===== src/core/foc_pkg.sv =====
// Purpose: Shared constants of the front-end configuration and output coder
// Assumes: Sixteen-bit serial words, address in bits 2:0, sent LSB first
// Notes: Field positions are bit indices within a register word
package foc_pkg;

  localparam int WORD_W = 16;
  localparam int ADDR_W = 3;
  localparam int CODE_W = 10;
  localparam int SAMP_CNT_W = 4;

  // Bits per write and the saturating count one past it
  localparam logic [4:0] WORD_BITS = 5'h10;
  localparam logic [4:0] WORD_OVER = 5'h11;

  // Register addresses
  localparam logic [2:0] ADDR_GAIN = 3'h0;
  localparam logic [2:0] ADDR_POWER = 3'h1;
  localparam logic [2:0] ADDR_CLAMP = 3'h2;
  localparam logic [2:0] ADDR_OUTPUT = 3'h3;
  localparam logic [2:0] ADDR_LAST = 3'h3;

  // gain_input_config fields
  localparam int GAIN_LSB = 5;
  localparam int GAIN_W = 8;
  localparam int PATH_BIT = 15;

  // power_filter_config fields
  localparam int SLEEP_BIT = 3;
  localparam int HOLD_BIT = 4;
  localparam int TEST_A_BIT = 5;
  localparam int TEST_B_BIT = 6;
  localparam int TEST_C_BIT = 7;
  localparam int SHA_LSB = 8;
  localparam int SHA_W = 2;
  localparam int TC_LSB = 10;
  localparam int TC_W = 4;

  // clamp_control_config fields
  localparam int CLAMP_LSB = 3;
  localparam int CLAMP_W = 5;
  localparam int STOP_LSB = 8;
  localparam int MULT_LSB = 10;
  localparam int LEADIN_W = 2;
  localparam int SPEED_BIT = 12;
  localparam int POL_BIT = 13;
  localparam int SRST_BIT = 15;
  localparam logic [9:0] CLAMP_OFFSET = 10'h00E;

  // output_code_config fields
  localparam int CBIAS_BIT = 3;
  localparam int FMT_LSB = 4;
  localparam int FMT_W = 2;
  localparam int AVG_BIT = 6;
  localparam int REFT_LSB = 7;
  localparam int REFT_W = 2;
  localparam int EDGE_BIT = 9;
  localparam logic [3:0] REF_FIRST_POS = 4'h3;

  // Reset values: clamp field 9, soft reset released, timing inputs as received
  localparam logic [15:0] RST_GAIN = 16'h0000;
  localparam logic [15:0] RST_POWER = 16'h0000;
  localparam logic [15:0] RST_CLAMP = 16'hA048;
  localparam logic [15:0] RST_OUTPUT = 16'h0000;

  // Output encodings
  typedef enum logic [1:0] {
    FOC_FMT_BIN = 2'h0,
    FOC_FMT_GRAY = 2'h1,
    FOC_FMT_DBIN = 2'h2,
    FOC_FMT_DGRAY = 2'h3
  } foc_fmt_t;

endpackage : foc_pkg


===== src/core/foc_coder.sv =====
// Purpose: Converter output encoder: binary, Gray, and differential forms
// Assumes: One code per code_valid pulse on the system clock
// Notes: Reference samples always go out absolute so the receiver can rebuild codes
`timescale 1ns/1ps
module foc_coder #(
  parameter int CW = 10
) (
  input wire logic clock,
  input wire logic rst,
  input wire logic enable,
  input wire logic [1:0] fmt,
  input wire logic is_ref,
  input wire logic code_valid,
  input wire logic [CW-1:0] code_in,
  output logic [CW-1:0] code_out,
  output logic code_out_valid,
  output logic code_out_ref
);

  typedef struct packed {
    logic [CW-1:0] prev;
    logic [CW-1:0] dout;
    logic vld;
    logic rf;
  } foc_cst_t;

  foc_cst_t r;
  foc_cst_t n;

  function automatic logic [CW-1:0] to_gray(input logic [CW-1:0] b);
    to_gray = b ^ (b >> 1);
  endfunction : to_gray

  always_comb begin
    logic [CW-1:0] diff;
    diff = '0;
    n = r;
    n.vld = 1'b0;
    if (!enable) begin
      n.prev = '0;
      n.dout = '0;
      n.rf = 1'b0;
    end else if (code_valid) begin
      diff = code_in - r.prev;
      n.prev = code_in;
      n.vld = 1'b1;
      n.rf = is_ref;
      case (foc_pkg::foc_fmt_t'(fmt))
        foc_pkg::FOC_FMT_BIN: n.dout = code_in;
        foc_pkg::FOC_FMT_GRAY: n.dout = to_gray(code_in);
        foc_pkg::FOC_FMT_DBIN: n.dout = is_ref ? code_in : diff;
        foc_pkg::FOC_FMT_DGRAY: n.dout = is_ref ? to_gray(code_in) : to_gray(diff);
        default: n.dout = code_in;
      endcase
    end
  end

  always_ff @(posedge clock or posedge rst) begin
    if (rst) begin
      r <= '0;
    end else begin
      r <= n;
    end
  end

  assign code_out = r.dout;
  assign code_out_valid = r.vld;
  assign code_out_ref = r.rf;

endmodule : foc_coder


===== src/core/foc_frontend_cfg.sv =====
// Purpose: Serial-written configuration registers and output coding of a camera front-end
// Assumes: Serial pins and timing pins are asynchronous; serial clock well below system clock
// Notes: Registers are write only; the decoded fields leave as registered outputs
//
// Behaviour
// - Register 0 bits 12:5 hold the eight-bit amplifier gain code.
// - Register 0 bit 15 picks direct converter input, else double-sampling input.
// - Register 1 bit 3 stops the coder and lead-in; host recalibrates offset after waking.
// - Register 1 bits 9:8 select the sample amplifier low-pass setting.
// - Register 1 bits 13:10 set the black-level sampling time constant.
// - Register 2 bits 7:3 give black target code twice field plus 14.
// - Register 2 bits 11:8 set fast lead-in; gain step of one starts it unless stopped or in soft reset.
// - Register 2 bit 12 selects 36 MHz grade at 0, 25 MHz at 1.
// - Register 2 bit 13 keeps timing inputs at 1, inverts them at 0.
// - Register 2 bit 15 low holds soft reset; host recalibrates after.
// - Register 3 bit 3 switches centre bias off in direct input mode.
// - Register 3 bit 6 averages clamp detection over four lines.
// - Register 3 bits 5:4 choose binary, Gray, or differential encodings.
// - Output timing field places reference data at positions three through seven.
// - Register 3 bit 9 picks converter clock edge against black pulse.
// - Serial data is sampled on each serial clock rising edge while chip select is low.
// - A write cut short before sixteen bits changes no register.
`timescale 1ns/1ps
module foc_frontend_cfg #(
  parameter int CW = foc_pkg::CODE_W
) (
  input wire logic clock,
  input wire logic rst,
  input wire logic serial_clk,
  input wire logic serial_cs_n,
  input wire logic serial_write_line,
  input wire logic sample_pulse_input,
  input wire logic sample_blank_input,
  input wire logic pre_blank_input,
  input wire logic optical_black_pulse,
  input wire logic code_valid,
  input wire logic [CW-1:0] code_in,
  output logic [7:0] pga_gain_code,
  output logic input_path_select,
  output logic full_power_down,
  output logic reference_only_hold,
  output logic [1:0] sha_filter_select,
  output logic [3:0] black_sample_tc_select,
  output logic [9:0] clamp_target_code,
  output logic [1:0] fast_leadin_stop_select,
  output logic [1:0] fast_leadin_gain_mult,
  output logic fast_leadin_start,
  output logic speed_grade_select,
  output logic sample_pulse_out,
  output logic sample_blank_out,
  output logic pre_blank_out,
  output logic soft_reset_active,
  output logic centre_bias_off,
  output logic clamp_multi_line_average,
  output logic converter_clock_edge,
  output logic [CW-1:0] code_out,
  output logic code_out_valid,
  output logic code_out_ref
);

  typedef struct packed {
    logic [2:0] sck_s;
    logic [2:0] cs_s;
    logic [1:0] sd_s;
    logic [2:0] sp_s;
    logic [2:0] sb_s;
    logic [2:0] pb_s;
    logic [2:0] ob_s;
    logic [15:0] shift;
    logic [4:0] nbits;
    logic [15:0] reg_gain;
    logic [15:0] reg_power;
    logic [15:0] reg_clamp;
    logic [15:0] reg_output;
    logic [3:0] samp_pos;
    logic leadin;
    logic sp_o;
    logic sb_o;
    logic pb_o;
    logic [9:0] clamp_code;
    logic cbias;
  } foc_st_t;

  foc_st_t r;
  foc_st_t n;

  logic sck_rise;
  logic cs_start;
  logic cs_end;
  logic obp_rise;
  logic coder_en;
  logic is_ref;
  logic [3:0] ref_pos;
  logic [7:0] new_gain;
  logic [7:0] old_gain;
  logic [1:0] ref_sel;

  function automatic logic step_of_one(input logic [7:0] a, input logic [7:0] b);
    step_of_one = ((a - b) == 8'h01) || ((b - a) == 8'h01);
  endfunction : step_of_one

  // Edges are taken from the second and third stages only
  assign sck_rise = r.sck_s[1] & ~r.sck_s[2];
  assign cs_start = ~r.cs_s[1] & r.cs_s[2];
  assign cs_end = r.cs_s[1] & ~r.cs_s[2];
  assign obp_rise = r.ob_s[1] & ~r.ob_s[2];

  assign new_gain = r.shift[foc_pkg::GAIN_LSB +: foc_pkg::GAIN_W];
  assign old_gain = r.reg_gain[foc_pkg::GAIN_LSB +: foc_pkg::GAIN_W];
  assign ref_sel = r.reg_output[foc_pkg::REFT_LSB +: foc_pkg::REFT_W];
  assign ref_pos = foc_pkg::REF_FIRST_POS + {2'h0, ref_sel};

  assign is_ref = (r.samp_pos == ref_pos) || (r.samp_pos == ref_pos + 4'h1);

  assign coder_en = ~r.reg_power[foc_pkg::SLEEP_BIT] & r.reg_clamp[foc_pkg::SRST_BIT];

  always_comb begin
    logic [2:0] addr;
    logic pol;
    logic [4:0] lvl;
    addr = r.shift[2:0];
    pol = r.reg_clamp[foc_pkg::POL_BIT];
    lvl = r.reg_clamp[foc_pkg::CLAMP_LSB +: foc_pkg::CLAMP_W];
    n = r;
    n.leadin = 1'b0;

    // Two-stage synchronisers, third stage for edge detection
    n.sck_s = {r.sck_s[1:0], serial_clk};
    n.cs_s = {r.cs_s[1:0], serial_cs_n};
    n.sd_s = {r.sd_s[0], serial_write_line};
    n.sp_s = {r.sp_s[1:0], sample_pulse_input};
    n.sb_s = {r.sb_s[1:0], sample_blank_input};
    n.pb_s = {r.pb_s[1:0], pre_blank_input};
    n.ob_s = {r.ob_s[1:0], optical_black_pulse};

    if (cs_start) begin
      n.nbits = '0;
    end

    if (!r.cs_s[1] && sck_rise) begin
      // Extra clocks mark the word as bad rather than wrapping
      if (r.nbits != foc_pkg::WORD_OVER) begin
        n.nbits = r.nbits + 5'h01;
      end
      n.shift = {r.sd_s[1], r.shift[15:1]};
    end

    if (cs_end && (r.nbits == foc_pkg::WORD_BITS)) begin
      case (addr)
        foc_pkg::ADDR_GAIN: begin
          n.reg_gain = r.shift;
          n.leadin = step_of_one(new_gain, old_gain) & coder_en;
        end
        foc_pkg::ADDR_POWER: begin
          n.reg_power = r.shift;
        end
        foc_pkg::ADDR_CLAMP: begin
          n.reg_clamp = r.shift;
        end
        foc_pkg::ADDR_OUTPUT: begin
          n.reg_output = r.shift;
        end
        default: begin
          n.reg_gain = r.reg_gain;
        end
      endcase
    end
    if (cs_end) begin
      n.nbits = '0;
    end

    n.sp_o = r.sp_s[1] ^ ~pol;
    n.sb_o = r.sb_s[1] ^ ~pol;
    n.pb_o = r.pb_s[1] ^ ~pol;

    n.clamp_code = {4'h0, lvl, 1'b0} + foc_pkg::CLAMP_OFFSET;

    // Bias off only in direct mode
    n.cbias = r.reg_output[foc_pkg::CBIAS_BIT] & r.reg_gain[foc_pkg::PATH_BIT];

    // Sample positions count from the black pulse; saturate so late samples never alias
    if (obp_rise) begin
      n.samp_pos = '0;
    end else if (code_valid && (r.samp_pos != 4'hF)) begin
      n.samp_pos = r.samp_pos + 4'h1;
    end
  end

  always_ff @(posedge clock or posedge rst) begin
    if (rst) begin
      r <= '0;
      // Serial clock idles high; a low reset value would fake an edge
      r.sck_s <= 3'h7;
      r.cs_s <= 3'h7;
      r.reg_gain <= foc_pkg::RST_GAIN;
      r.reg_power <= foc_pkg::RST_POWER;
      r.reg_clamp <= foc_pkg::RST_CLAMP;
      r.reg_output <= foc_pkg::RST_OUTPUT;
    end else begin
      r <= n;
    end
  end

  // Samples arrive on the system clock from the converter, so no crossing here
  foc_coder #(
    .CW(CW)
  ) u_coder (
    .clock(clock),
    .rst(rst),
    .enable(coder_en),
    .fmt(r.reg_output[foc_pkg::FMT_LSB +: foc_pkg::FMT_W]),
    .is_ref(is_ref),
    .code_valid(code_valid),
    .code_in(code_in),
    .code_out(code_out),
    .code_out_valid(code_out_valid),
    .code_out_ref(code_out_ref)
  );

  assign pga_gain_code = r.reg_gain[foc_pkg::GAIN_LSB +: foc_pkg::GAIN_W];
  assign input_path_select = r.reg_gain[foc_pkg::PATH_BIT];
  assign full_power_down = r.reg_power[foc_pkg::SLEEP_BIT];
  assign reference_only_hold = r.reg_power[foc_pkg::HOLD_BIT];
  assign sha_filter_select = r.reg_power[foc_pkg::SHA_LSB +: foc_pkg::SHA_W];
  assign black_sample_tc_select = r.reg_power[foc_pkg::TC_LSB +: foc_pkg::TC_W];
  assign clamp_target_code = r.clamp_code;
  assign fast_leadin_stop_select = r.reg_clamp[foc_pkg::STOP_LSB +: foc_pkg::LEADIN_W];
  assign fast_leadin_gain_mult = r.reg_clamp[foc_pkg::MULT_LSB +: foc_pkg::LEADIN_W];
  assign fast_leadin_start = r.leadin;
  assign speed_grade_select = r.reg_clamp[foc_pkg::SPEED_BIT];
  assign sample_pulse_out = r.sp_o;
  assign sample_blank_out = r.sb_o;
  assign pre_blank_out = r.pb_o;
  assign soft_reset_active = ~r.reg_clamp[foc_pkg::SRST_BIT];
  assign centre_bias_off = r.cbias;
  assign clamp_multi_line_average = r.reg_output[foc_pkg::AVG_BIT];
  assign converter_clock_edge = r.reg_output[foc_pkg::EDGE_BIT];

endmodule : foc_frontend_cfg


===== config.mk =====
export PLATFORM = sky130hd
export DESIGN_NAME = foc_frontend_cfg
export DESIGN_NICKNAME = d
export VERILOG_FILES = /design/src/core/foc_pkg.sv /design/src/core/foc_coder.sv /design/src/core/foc_frontend_cfg.sv
export SDC_FILE = /design/constraint.sdc
export NUM_CORES = 1
export LEC_CHECK = 0
export BUFFER_PORTS_ARGS = -buffer_cell sky130_fd_sc_hd__buf_2
export CAP_MARGIN = 10
export CORE_MARGIN = 8
export CORE_UTILIZATION = 30
export CTS_CLUSTER_SIZE = 30
export DETAILED_ROUTE_END_ITERATION = 10
export GPL_ROUTABILITY_DRIVEN = 0
export GPL_TIMING_DRIVEN = 0
export SKIP_LAST_GASP = 1
export SLEW_MARGIN = 20
export SYNTH_ARGS = -nofsm -noshare
export SYNTH_HDL_FRONTEND = slang
export SYNTH_SLANG_ARGS = --single-unit

===== constraint.sdc =====
create_clock -name clock -period 4.18 [get_ports clock]
set_clock_uncertainty 0.15 [all_clocks]
set_input_delay 0.209 -clock clock [delete_from_list [all_inputs] [get_ports clock]]
set_output_delay 0.209 -clock clock [all_outputs]
set_load 0.02 [all_outputs]

==> results of run 1 <==
## area by class of cell
class / instances / area, µm²
fill: 2078 / 12900
inverter: 49 / 189
multi-input combinational: 410 / 2780
clock inverter: 6 / 72.6
clock buffer: 10 / 239
tap: 270 / 338
sequential: 111 / 2790
buffer: 61 / 374
timing repair buffer: 76 / 448
## cell families (layout without fill, tap and decap cells)
| family | Yosys count | after routing | synth area share [%] |
|---|---|---|---|
| XOR/XNOR | 38 | 38 | 5.45 |
| buffers and inverters | 110 | 202 | 9.13 |
| adder cells (fa/ha/maj) | 33 | 33 | 7.12 |
| flip-flops | 111 | 111 | 45.6 |
| AO/OA/AOI/OAI | 144 | 144 | 13.8 |
| other | 1 | 4 | 0.0614 |
| multiplexers | 43 | 43 | 7.49 |
| AND/OR/NAND/NOR | 148 | 148 | 11.3 |
## registers in the layout, indices dropped and copies added (netlist names)
| signal | flops |
|---|---|
| black_sample_tc_select | 4 |
| centre_bias_off | 1 |
| clamp_multi_line_average | 1 |
| clamp_target_code | 6 |
| converter_clock_edge | 1 |
| fast_leadin_gain_mult | 2 |
| fast_leadin_start | 1 |
| fast_leadin_stop_select | 2 |
| full_power_down | 1 |
| input_path_select | 1 |
| n | 13 |
| new_gain | 8 |
| pga_gain_code | 8 |
| pre_blank_out | 1 |
| r | 33 |
| reference_only_hold | 1 |
| sample_blank_out | 1 |
| sample_pulse_out | 1 |
| sha_filter_select | 2 |
| speed_grade_select | 1 |
| u_coder.code_out | 10 |
| u_coder.code_out_ref | 1 |
| u_coder.code_out_valid | 1 |
| u_coder.r | 10 |
## worst max-delay path, stage by stage, from the launching register on
cell	delay, ps
sky130_fd_sc_hd__dfrtp_1	430
sky130_fd_sc_hd__inv_1	70
sky130_fd_sc_hd__ha_1	300
sky130_fd_sc_hd__xor2_1	160
sky130_fd_sc_hd__or4_1	500
sky130_fd_sc_hd__o21ai_0	190
sky130_fd_sc_hd__clkbuf_1	440
sky130_fd_sc_hd__clkbuf_1	430
sky130_fd_sc_hd__a21oi_1	110
sky130_fd_sc_hd__o21ai_0	80
sky130_fd_sc_hd__o21ai_0	90
## per-stage QoR
stage                     util [%]  hold slack (ps)  TNS, ps
after floorplan                  -             63.5        0
after global placement        33.8              166   -59710
after detailed placement      33.9              168        0
after CTS                     35.9            0.891        0
after global routing          35.9             26.0        0
final                         35.9             8.25        0
## cell usage in the layout, fill, tap and decap left out, types with 7 or more instances in the layout
cell type and n:
sky130_fd_sc_hd__a21oi_1 32, sky130_fd_sc_hd__a31oi_1 8, sky130_fd_sc_hd__buf_2 67, sky130_fd_sc_hd__buf_4 38, sky130_fd_sc_hd__clkbuf_1 20, sky130_fd_sc_hd__clkbuf_16 9
sky130_fd_sc_hd__dfrtp_1 101, sky130_fd_sc_hd__dfstp_2 10, sky130_fd_sc_hd__dlygate4sd3_1 9, sky130_fd_sc_hd__ha_1 30, sky130_fd_sc_hd__inv_1 47, sky130_fd_sc_hd__mux2_2 22
sky130_fd_sc_hd__mux2i_1 21, sky130_fd_sc_hd__nand2_1 60, sky130_fd_sc_hd__nand2b_1 10, sky130_fd_sc_hd__nor2_1 42, sky130_fd_sc_hd__nor2b_1 8, sky130_fd_sc_hd__nor3_1 7
sky130_fd_sc_hd__o21ai_0 66, sky130_fd_sc_hd__xnor2_1 23, sky130_fd_sc_hd__xor2_1 15
## power by group
group / switching [mW] / internal, mW
Clock: 0.430 / 0.492
Combinational: 0.329 / 0.223
Sequential: 0.0628 / 1.13
## timing repair
item	CTS	global route
hold endpoints to repair	69	0
hold buffers	9	0
resized for setup	0	0
## worst paths after layout
path                                   startpoint                               to  slack (ps)  cells after the start
worst max register to register  r[26]$_DFFE_PP0P_  u_coder.code_out[2]$_DFFE_PP0P_        1100                     10
worst min-delay path                   code_in[0]        u_coder.r[12]$_DFFE_PP0P_           8                      3
min in group asynchronous                     rst        u_coder.r[12]$_DFFE_PP0P_         360                      3
max in group asynchronous                     rst                r[41]$_DFFE_PP1P_        2810                      4
worst min register to register   n[114]$_DFF_PP0_                 n[115]$_DFF_PP0_         200                      0
worst max-delay path            r[26]$_DFFE_PP0P_  u_coder.code_out[2]$_DFFE_PP0P_        1100                     10
## layer usage
metal  global-route usage, %  vias up
met5                       0        -
met4                    3.33        0
met3                    2.46       13
met2                    18.5      100
met1                    14.2     2130
li1                        -     2273
==> results summary, run 1 <==
The met3 layer wire length in the routed design is between 600 and 700 µm. The first global-routing pass estimated ~23000 µm of wire. The number of nets at the end of the flow came out at just under 800. The mean area per synthesized cell is 9.73 µm².

The maximum count of clock buffers along a single path came out at 2. The transition time at the pin with the least slew margin came out at 749 ps. The floorplan has 52 rows. Global routing consumed, over all layers together, approximately 11% of the routing resources. The count of state elements after synthesis came out at roughly 110. The overall power after layout is 2.67 mW.

The region available for standard cell placement spans 20100 µm². The die outline area came out at roughly 25000 µm². The HPWL reported at the end of detailed placement is roughly 10000 µm. The synthesized netlist cell count is 628. The met2 wirelength from detailed routing is ~6600 µm.

The maximum number of pins on one net before global-route repair came out at between 70 and 80. The worst hold path belongs to the class in2reg. The capturing element type of the critical path is a register. In the final routing, the length of wire on met1 measures 6520 µm. Across all setup checks in the final design, the least slack found is 1100 ps. For this run, the detailed router's first-pass iteration total came to 4. The dominant register cell in the synthesized netlist is sky130_fd_sc_hd__dfrtp_1.

CTS built an H-tree with a depth of 3. The area of the mapped netlist came out at just over 6000 µm². The static leakage power came out at approximately 3.4 nW. The detailed router used layers up to and including met4. For this configuration, the core starts out at a cell density of between 30% and 40%.

TritonCTS built the clock tree. The fraction of layout cells with a size suffix above 1 came out at 22.4%. During placement, the flow inserted port buffers numbering 66. After the first detailed-routing iteration, the DRC count stood at roughly 230.

TritonCTS created 9 clock buffers. Sorting the synthesized cells by area gives the leading types as sky130_fd_sc_hd__dfrtp_1 41%, sky130_fd_sc_hd__ha_1 6.1%, sky130_fd_sc_hd__o21ai_0 5.4%. The number of placed cells counting well taps came out at approximately 970. The placed instances occupy a cell area of approximately 7000 µm².

Counting flops with a built-in enable in the synthesized netlist gives 0. The clock transition at the registers of the reported paths is approximately 80 ps. The required time of the worst setup path is ~4300 ps. The final global-route overflow total is 0.

By count the netlist is led by 101 x sky130_fd_sc_hd__dfrtp_1, 66 x sky130_fd_sc_hd__o21ai_0, 60 x sky130_fd_sc_hd__nand2_1, 48 x sky130_fd_sc_hd__inv_1, 42 x sky130_fd_sc_hd__nor2_1. The TritonCTS sink count came out at 111. The headroom to the max-slew limit came out at about half. The final count of hold timing violations is 0.

The routed design could run at a clock period as short as about 3100 ps. The top fanout value on the critical path came out at 10. In this run the power density over the cells is 370 nW/µm². The count of cells in the finished layout, fillers not included, comes to slightly below 1000. Wires add up to 13900 µm. The flow ran to the end, and the final reports show no timing, DRC or antenna violations.

Derived from the worst setup path, the maximum achievable clock frequency is ~330 MHz. For this run, asynchronously set or reset flops after synthesis account for between 90% and 100%. The count of yosys warnings during synthesis is 0. The DRC violations left came out at 0. The largest total area in the synthesized netlist belongs to sky130_fd_sc_hd__dfrtp_1. Clock tree synthesis selected as its root buffer the cell sky130_fd_sc_hd__clkbuf_16.

The area growth from synthesis to layout is 18.2%. Max-cap violations in this run came to 0. Setup repair after global routing left no endpoint under its margin. The maximum VDD drop came out at 213 µV. The remaining antenna violation count after routing came out at 0. After synthesis, the largest area contributor takes up about two fifths of total cell area. The horizontal die dimension is ~160 µm. The post-route fraction of the period consumed by the critical path came out at about 74%. STA classifies the critical path startpoint as a register. The die height is about 160 µm. The final-report max-slew violation count came out at 0. The number of antenna violations at the first check in global routing is 0. The count of inserted antenna diode cells came out at 0. The average routed wire per standard cell is approximately 14 µm. The post-synthesis cell type count is 53.

The number of vias in the routed layout is around 4500. The data arrival time of the worst path came out at roughly 3200 ps. Sequential cells were found to cover between 40% and 50% of the synthesized design area. The number of global-route vias before repair came out at 4526. The I/O pin total came out at a little over 70. The setup fix buffers added after clock tree synthesis is 0. The clock network latency to the later pin of the worst-skew pair is 350 ps. At the placement stage, the worst setup path has a slack of roughly 1100 ps. The leading cell type by number of instances after synthesis is sky130_fd_sc_hd__dfrtp_1. The cell area after layout came out at between 7000 and 8000 µm². The start-to-end type of the worst setup path is reg2reg.

Setup violations remaining at the end of the flow were counted as 0. In the routed layout, each cell is associated on average with a via count of roughly 4.5.
Note: power is estimated with default switching activity, not from simulation.
==> inputs of run 2 (changes only) <==
--- a/config.mk
+++ b/config.mk
@@ -5,6 +5,7 @@
 export SDC_FILE = /design/constraint.sdc
 export NUM_CORES = 1
 export LEC_CHECK = 0
+export ABC_AREA = 1
 export BUFFER_PORTS_ARGS = -buffer_cell sky130_fd_sc_hd__buf_2
 export CAP_MARGIN = 10
 export CORE_MARGIN = 8
==> constraint.sdc (replaced) <==
create_clock -name clock -period 3.1 [get_ports clock]
set_clock_uncertainty 0.15 [all_clocks]
set_input_delay 0.155 -clock clock [delete_from_list [all_inputs] [get_ports clock]]
set_output_delay 0.155 -clock clock [all_outputs]
set_load 0.02 [all_outputs]
==> results summary, run 2 <==
The number of global-route vias before repair is 5500 (+22%). The total wirelength of the detailed-routed design is 16100 µm (+16%). The final global-route overflow total was 0 (unchanged). The maximum number of pins on one net before global-route repair is 26 (-63%). In the synthesized netlist, the cells that appear most often are 224 x sky130_fd_sc_hd__nand2_1, 104 x sky130_fd_sc_hd__inv_1, 101 x sky130_fd_sc_hd__dfrtp_1, 67 x sky130_fd_sc_hd__o21ai_0, 48 x sky130_fd_sc_hd__nand3_1. The maximum count of clock buffers along a single path was 2 (unchanged). The tightest min-delay check is of the in2reg type. The worst-case reg-to-reg path depth is 15 (+5). The setup path with the least slack is of type reg2reg.

The mean area per synthesized cell was 8.00 µm² (-18%). The setup fix buffers added after clock tree synthesis came out at 0 (unchanged). The placed instance area came out at 7340 µm² (+7.6%). The cell at the root of the clock tree is sky130_fd_sc_hd__clkbuf_16. The DRC violations left is 0 (unchanged). The die height is 163 µm (+2.9%).

The count of inserted antenna diode cells was 0 (unchanged). Ranked by total cell area, the synthesized netlist is headed by sky130_fd_sc_hd__dfrtp_1 39%, sky130_fd_sc_hd__nand2_1 13%, sky130_fd_sc_hd__inv_1 6.0%. In the layout the commonest cells are 224 x sky130_fd_sc_hd__nand2_1, 103 x sky130_fd_sc_hd__inv_1, 101 x sky130_fd_sc_hd__dfrtp_1. The TritonCTS sink count came out at 111 (unchanged). The number of buffers created by CTS came out at 9 (unchanged). The worst register-to-register path ends at u_coder.code_out[7]$_DFFE_PP0P_.

The shortest period the worst path allows is 2300 ps (-771 ps). The clock transition at the registers of the reported paths is 80 ps (about the same). Setup repair after global routing left no endpoint under its margin. The worst hold path begins at code_in[0]. The most used flip-flop cell after synthesis is sky130_fd_sc_hd__dfrtp_1. The remaining antenna violation count after routing is 0 (unchanged). The final count of hold timing violations came to 0 (unchanged). The die outline area is 26700 µm² (+5.8%). The count of state elements after synthesis is 111 (unchanged). The wire length of the first global-routing pass is 27300 µm (+18%). The H-tree depth reported by CTS is 3 (unchanged).

The most critical setup path has its startpoint at r[26]$_DFFE_PP0P_. The final-report max-slew violation count came out at 0 (unchanged). The I/O pin total is 72 (unchanged). The cell family contributing the most delay on the critical path is simple AND/OR/NAND/NOR gates. The number of instances on the worst hold path came out at 3 (unchanged). The slack of the worst reg-to-reg path came out at 800 ps (-310 ps).

The worst path buffer plus inverter count is 4 (+1). The number of placed cells counting well taps came out at 1169 (+21%). The average vias per placed instance is 4.54 (-0.17%). The count of yosys warnings during synthesis was 0 (unchanged). The number of vias in the routed layout is 5439 (+20%). The startpoint identified for the worst register-to-register timing path is r[26]$_DFFE_PP0P_.

The count of fill cells added during filler insertion is 2219 (+6.8%). The peak clock frequency supported by timing came out at 434 MHz (+33%). TritonCTS built the clock tree.

The HPWL reported at the end of detailed placement is 12200 µm (+18%). The total power divided by cell area came to 448 nW/µm² (+21%). The headroom to the max-slew limit is 59.4% (+9.3 points). The number of enable-type register cells in the synthesized netlist is 0 (unchanged). The most common cell in the synthesized netlist is sky130_fd_sc_hd__nand2_1.

The count of max-cap constraint violations came out at 0 (unchanged). The area overhead of the layout relative to synthesis is 19.5%. The sum of negative setup slack came out at 0 ps (unchanged). The share of synthesized area occupied by flip-flops and latches came to 42.9% (-2.8 points). The post-route fraction of the period consumed by the critical path is 74.3% (+0.76 points).

On the critical path, the stage with the largest delay is an instance of sky130_fd_sc_hd__dfrtp_1. The total setup violations reported at the end of the flow is 0 (unchanged). The required time of the worst setup path came out at 3200 ps (-1060 ps).

The synthesized netlist cell count is 814 (+30%). The library cell used most frequently in the layout, excluding fill and tap cells, is sky130_fd_sc_hd__nand2_1. The quantity of gates resized following cts came to 0 (unchanged). The top-area cell type share of the netlist area is 38.8% (-2.5 points). The starting DRC count in detailed routing was 253 (+8.1%). The cell area after layout came to 7780 µm² (+7.6%).

Walking the worst path, the cells encountered are inv_2, ha_1, inv_1, nand2_1, nand2_2, nand2_1, nor2_2, inv_2, nand2_4, buf_6, a21oi_1, nand3_1, nand2_1, nand2_1, nand2_1. The clock network latency to the later pin of the worst-skew pair came out at 360 ps (about the same). The static leakage power came to 3.90 nW (+16%). The maximum VDD drop came out at 296 µV (+39%). The first-pass iteration count of the detailed router came out at 5 (+1). The number of antenna violations at the first check in global routing is 0 (unchanged). The run finished with clean final reports.

The top fanout value on the critical path is 10 (unchanged). The proportion of synthesized flip-flops having asynchronous set or reset is 100% (unchanged). The end of the worst hold path is u_coder.r[12]$_DFFE_PP0P_. The site row count was 54 (+3.8%). The post-synthesis cell type count is 42 (-21%). The number of nets at the end of the flow is 966 (+25%).

The worst setup path is launched from a register. STA classifies the critical path endpoint as a register. The fraction of layout cells with a size suffix above 1 was 19.8% (-2.6 points). The cell with the most instances on the worst path is sky130_fd_sc_hd__nand2_1. The logic depth of the worst setup path including buffers came out at 15 (+5). The average routed wire per standard cell came to 13.4 µm (-4.2%). The largest total area in the synthesized netlist belongs to sky130_fd_sc_hd__dfrtp_1. The floorplan core area is 21600 µm² (+7.2%). The overall routing resource usage is 12.6% (+1.5 points). The effective utilization at floorplan is 30.2% (-0.20 points). The transition time at the pin with the least slew margin is 606 ps (-142 ps). The filler-free cell count of the finished design came out at 1198 (+21%).

The flip-flop count of the largest register, all copies and words added came out at 33 (unchanged). The largest stage delay on the critical path is 440 ps (-60 ps). More flip-flops sit in one register than any other, and that register is r. The area of the mapped netlist came out at 6510 µm² (+6.5%). The data arrival time of the worst path is 2400 ps (-760 ps). The horizontal die dimension is 163 µm (+2.9%). The number of input and output port buffers inserted came out at 67 (+1.5%).
run 2: cell count changes in the layout (fill, tap and decap cells not counted), moves of 6 or more:
| cell | previous run | this run |
|---|---|---|
| sky130_fd_sc_hd__nor2_1 | 42 | 34 |
| sky130_fd_sc_hd__nand2_2 | 0 | 8 |
| sky130_fd_sc_hd__xnor2_1 | 23 | 14 |
| sky130_fd_sc_hd__nor2b_1 | 8 | 0 |
| sky130_fd_sc_hd__inv_2 | 0 | 6 |
| sky130_fd_sc_hd__mux2_2 | 22 | 0 |
| sky130_fd_sc_hd__nand2_1 | 60 | 224 |
| sky130_fd_sc_hd__nand3_1 | 3 | 48 |
| sky130_fd_sc_hd__nand2b_1 | 10 | 0 |
| sky130_fd_sc_hd__nand3_2 | 0 | 7 |
| sky130_fd_sc_hd__clkbuf_1 | 20 | 9 |
| sky130_fd_sc_hd__a31oi_1 | 8 | 1 |
| sky130_fd_sc_hd__inv_1 | 47 | 103 |
| sky130_fd_sc_hd__mux2i_1 | 21 | 0 |
run 2: how the worst max path moves through the flow:
stage                                            endpoint  slack [ps]
final                     u_coder.code_out[7]$_DFFE_PP0P_         800
after global routing      u_coder.code_out[0]$_DFFE_PP0P_         620
after CTS                 u_coder.code_out[4]$_DFFE_PP0P_         790
after detailed placement  u_coder.code_out[4]$_DFFE_PP0P_         810
after global placement                   n[108]$_DFF_PP0_         540
after floorplan           u_coder.code_out[1]$_DFFE_PP0P_        1110
run 2: area by class of cell:
cell class                      count  area (µm²)  area share (%)
Tap cell                          280         350            4.50
Clock buffer                       10         229            2.94
Buffer                             56         395            5.08
Clock inverter                      6        78.8            1.01
Multi-Input combinational cell    540        2920            37.6
Timing Repair Buffer               85         596            7.66
Inverter                          110         417            5.36
Sequential cell                   111        2790            35.9
run 2: repair_timing:
| item | 4_1_cts | 5_1_grt |
|---|---|---|
| hold buffers | 13 | 0 |
| hold endpoints to repair | 50 | 0 |
| endpoints found under the setup margin | 0 | 0 |
run 2: cells by family after synthesis:
family                     share of synthesized area [%]
and+or+nand+nor                                     24.2
DFF                                                 42.9
AOI/OAI and AO/OA                                   10.4
xor gates and xnor gates                            3.36
buffers and inverters                               12.4
other                                             0.0576
adders and majority gates                           6.69
run 2: layer usage:
metal / global-route usage, % / up-vias / wire length [µm]
li1: - / 2743 / -
met2: 20.6 / 138 / 7510
met4: 4.38 / 0 / 374
met5: 0 / - / 0
met1: 15.9 / 2531 / 7390
met3: 3.25 / 27 / 808
run 2: where the power goes:
part           leakage [nW]  switching [mW]  internal [mW]
registers              1.46          0.0408           1.50
clock network         0.148           0.588          0.643
logic                  2.30           0.443          0.273
total                  3.90            1.07           2.42
run 2: tightest hold or removal path: cells and delay by family:
kind	cells	cell delay, ps
AO/OA/AOI/OAI	1	100
buffers and inverters	2	220
run 2: per-stage QoR:
step | power, mW | setup slack (ps) | hold WS [ps] | util, %
after floorplan | 2.10 | 1110 | 9.48 | -
after global placement | 2.24 | 541 | 111 | 33.4
after CTS | 3.54 | 790 | 2.71 | 36.1
after detailed placement | 2.27 | 814 | 54.5 | 34.1
after global routing | 3.68 | 619 | 24.7 | 36.1
final | 3.49 | 796 | 16.9 | 36.1
==> inputs of run 3 (changes only) <==
==> constraint.sdc (replaced) <==
create_clock -name clock -period 2 [get_ports clock]
set_clock_uncertainty 0.15 [all_clocks]
set_input_delay 0.1 -clock clock [delete_from_list [all_inputs] [get_ports clock]]
set_output_delay 0.1 -clock clock [all_outputs]
set_load 0.02 [all_outputs]
==> results summary, run 3 (synthesis results as in run 2) <==
The run finished, with violations left. The checks that failed: negative setup slack. The headroom to the max-slew limit is 56.3% (-3.1 points).

The hold path startpoint is code_in[4]. The horizontal die dimension is 163 µm (unchanged). The flip-flop count of the largest register, all copies and words added is 33 (unchanged).

The final-report max-slew violation count came to 0 (unchanged). The overall power after layout came to 5.58 mW (+60%). The count of inserted antenna diode cells was 0 (unchanged). The H-tree depth reported by CTS is 3 (unchanged). The required time of the worst setup path was 2150 ps (-1050 ps). The static leakage power came to 4.11 nW (+5.4%). The area overhead of the layout relative to synthesis is 29.5%. The starting DRC count in detailed routing is 295 (+17%). The clock transition at the registers of the reported paths came out at 80 ps (about the same). Walking the worst path, the cells encountered are buf_6, ha_4, fa_2, o21ai_1, a211oi_1, nand3_1, nor2_1, nand3b_1, a21oi_2. The site row count is 54 (unchanged). The post-route fraction of the period consumed by the critical path was 105% (+31 points). The worst setup path is captured at a register.

The number of input and output port buffers inserted is 67 (unchanged). Setup repair after global routing could not meet its margin everywhere. The first-pass iteration count of the detailed router is 5 (unchanged). The logic depth of the worst setup path including buffers came out at 9 (-6). The number of global-route vias before repair was 5695 (+3.5%).

The number of vias in the routed layout came out at 5624 (+3.4%). The average routed wire per standard cell is 14.0 µm (+4.2%). The final global-route overflow total was 0 (unchanged). The slack of the worst reg-to-reg path came out at -100 ps (-900 ps). The number of antenna violations at the first check in global routing came out at 0 (unchanged). The number of nets at the end of the flow was 995 (+3.0%).

Leaving out fill and tap cells, the most frequent cells in the layout are 200 x sky130_fd_sc_hd__nand2_1, 101 x sky130_fd_sc_hd__dfrtp_1, 94 x sky130_fd_sc_hd__inv_1. The HPWL reported at the end of detailed placement is 12200 µm (unchanged). The filler-free cell count of the finished design came out at 1227 (+2.4%).

The maximum count of clock buffers along a single path was 2 (unchanged). The floorplan core area is 21600 µm² (unchanged). The fraction of layout cells with a size suffix above 1 is 30.2% (+10 points).

The total setup violations reported at the end of the flow is 9 (+9). The met2 wirelength from detailed routing is 8210 µm (+9.4%). The die height was 163 µm (unchanged). The largest stage delay on the critical path came out at 520 ps (+80 ps). The count of max-cap constraint violations came out at 0 (unchanged).

The remaining antenna violation count after routing came to 0 (unchanged). The DRC violations left came out at 0 (unchanged). The overall routing resource usage is 13.1% (+0.51 points). The number of instances on the worst hold path came to 3 (unchanged).

The worst-case reg-to-reg path depth came out at 9 (-6). The number of placed cells counting well taps came to 1169 (unchanged). The met3 layer wire length in the routed design is 745 µm (-7.8%). In this run the top signal layer used is met4. The wire length of the first global-routing pass came out at 28300 µm (+3.9%). The effective utilization at floorplan is 30.2% (unchanged). The data arrival time of the worst path came out at 2250 ps (-150 ps).

STA classifies the critical path startpoint as a register. The worst path buffer plus inverter count came to 1 (-3). In this run the clock root is driven by a sky130_fd_sc_hd__clkbuf_16. The slack of the critical path is -104 ps (-900 ps). The shortest period the worst path allows came out at 2100 ps (-200 ps). The number of buffers created by CTS is 9 (unchanged). The endpoint of the most critical register-to-register path is fast_leadin_start$_DFF_PP0_. Among all stages on the critical path, the largest delay is contributed by sky130_fd_sc_hd__fa_2.

The transition time at the pin with the least slew margin was 653 ps (+46.9 ps). The top fanout value on the critical path came out at 3 (-7). The die outline area is 26700 µm² (unchanged). The maximum VDD drop came out at 459 µV (+55%). The final count of hold timing violations came out at 0 (unchanged). The maximum number of pins on one net before global-route repair is 26 (unchanged). Ranked by flip-flop count, first place goes to r.

The library cell used most frequently in the layout, excluding fill and tap cells, is sky130_fd_sc_hd__nand2_1. By startpoint and endpoint, the worst setup path is classified as reg2reg. The type of the worst min-delay path is in2reg. The peak clock frequency supported by timing came to 475 MHz (+9.5%).

The I/O pin total came out at 72 (unchanged). The worst register-to-register path begins at new_gain[0]$_DFFE_PP0P_. The clock tree from TritonCTS is done. The path with the worst hold slack has its endpoint at u_coder.r[16]$_DFFE_PP0P_.

The wire length on met1 is 7860 µm (+6.4%). The total wirelength of the detailed-routed design came out at 17100 µm (+6.7%). The TritonCTS sink count came out at 111 (unchanged). The family with the most delay on the worst path is adder cells. The total power divided by cell area is 662 nW/µm² (+48%). The average vias per placed instance was 4.58 (+0.96%). The clock network latency to the later pin of the worst-skew pair is 360 ps (about the same).
run 3: changes by cell type in the layout (fill, tap and decap cells not counted), moves of 9 or more:
cell and delta:
sky130_fd_sc_hd__ha_1 -13, sky130_fd_sc_hd__nand2_1 -24, sky130_fd_sc_hd__nand3_1 -9, sky130_fd_sc_hd__inv_1 -9
sky130_fd_sc_hd__ha_4 +10, sky130_fd_sc_hd__buf_4 +17, sky130_fd_sc_hd__nand2_2 +18
run 3: tightest hold or removal path: stages:
cell and delay [ps]:
sky130_fd_sc_hd__buf_2 180, sky130_fd_sc_hd__inv_1 140, sky130_fd_sc_hd__o22ai_1 100
run 3: timing repair:
item	4_1_cts	5_1_grt
hold buffers	18	0
hold endpoints to repair	78	0
gates cloned	4	0
setup buffers	20	3
pin swaps	33	23
endpoints found under the setup margin	41	53
resized for setup	64	57
run 3: worst max path at each step:
stage	slack (ps)	startpoint	to
floorplan	6	r[26]$_DFFE_PP0P_	u_coder.code_out[1]$_DFFE_PP0P_
global placement	-500	rst	n[108]$_DFF_PP0_
CTS	-160	new_gain[0]$_DFFE_PP0P_	fast_leadin_start$_DFF_PP0_
global route	-230	u_coder.r[12]$_DFFE_PP0P_	u_coder.code_out[4]$_DFFE_PP0P_
finish	-100	new_gain[0]$_DFFE_PP0P_	fast_leadin_start$_DFF_PP0_
detailed placement	-290	r[26]$_DFFE_PP0P_	u_coder.code_out[4]$_DFFE_PP0P_
run 3: area by class of cell:
type	count	area (µm²)
Timing Repair Buffer	115	870
Buffer	54	378
Sequential cell	111	2790
Clock buffer	10	229
Fill cell	2181	13100
Inverter	110	422
Clock inverter	6	78.8
Tap cell	280	350
Multi-Input combinational cell	541	3310
run 3: report_power, final:
part           internal, mW  switching (mW)  leakage, nW
Combinational         0.515           0.772         2.50
Clock                 0.997           0.912        0.148
Sequential             2.32          0.0625         1.46
run 3: routing by layer:
metal / vias up / track usage (%)
met2: 116 / 21.7
met1: 2681 / 16.5
met5: - / 0
li1: 2804 / -
met4: 0 / 4.05
met3: 23 / 3.30
run 3: metrics by stage:
stage	cell area, µm²	utilization, %	worst slack, ps	hold slack [ps]	setup TNS (ps)
finish	8430	39.1	-104	60.0	-511
global route	8430	39.1	-233	42.6	-1830
CTS	8250	38.3	-159	6.24	-568
detailed placement	7340	34.1	-286	-0.468	-3140
global placement	7210	33.4	-504	55.7	-52440
floorplan	6520	-	5.81	-45.5	0
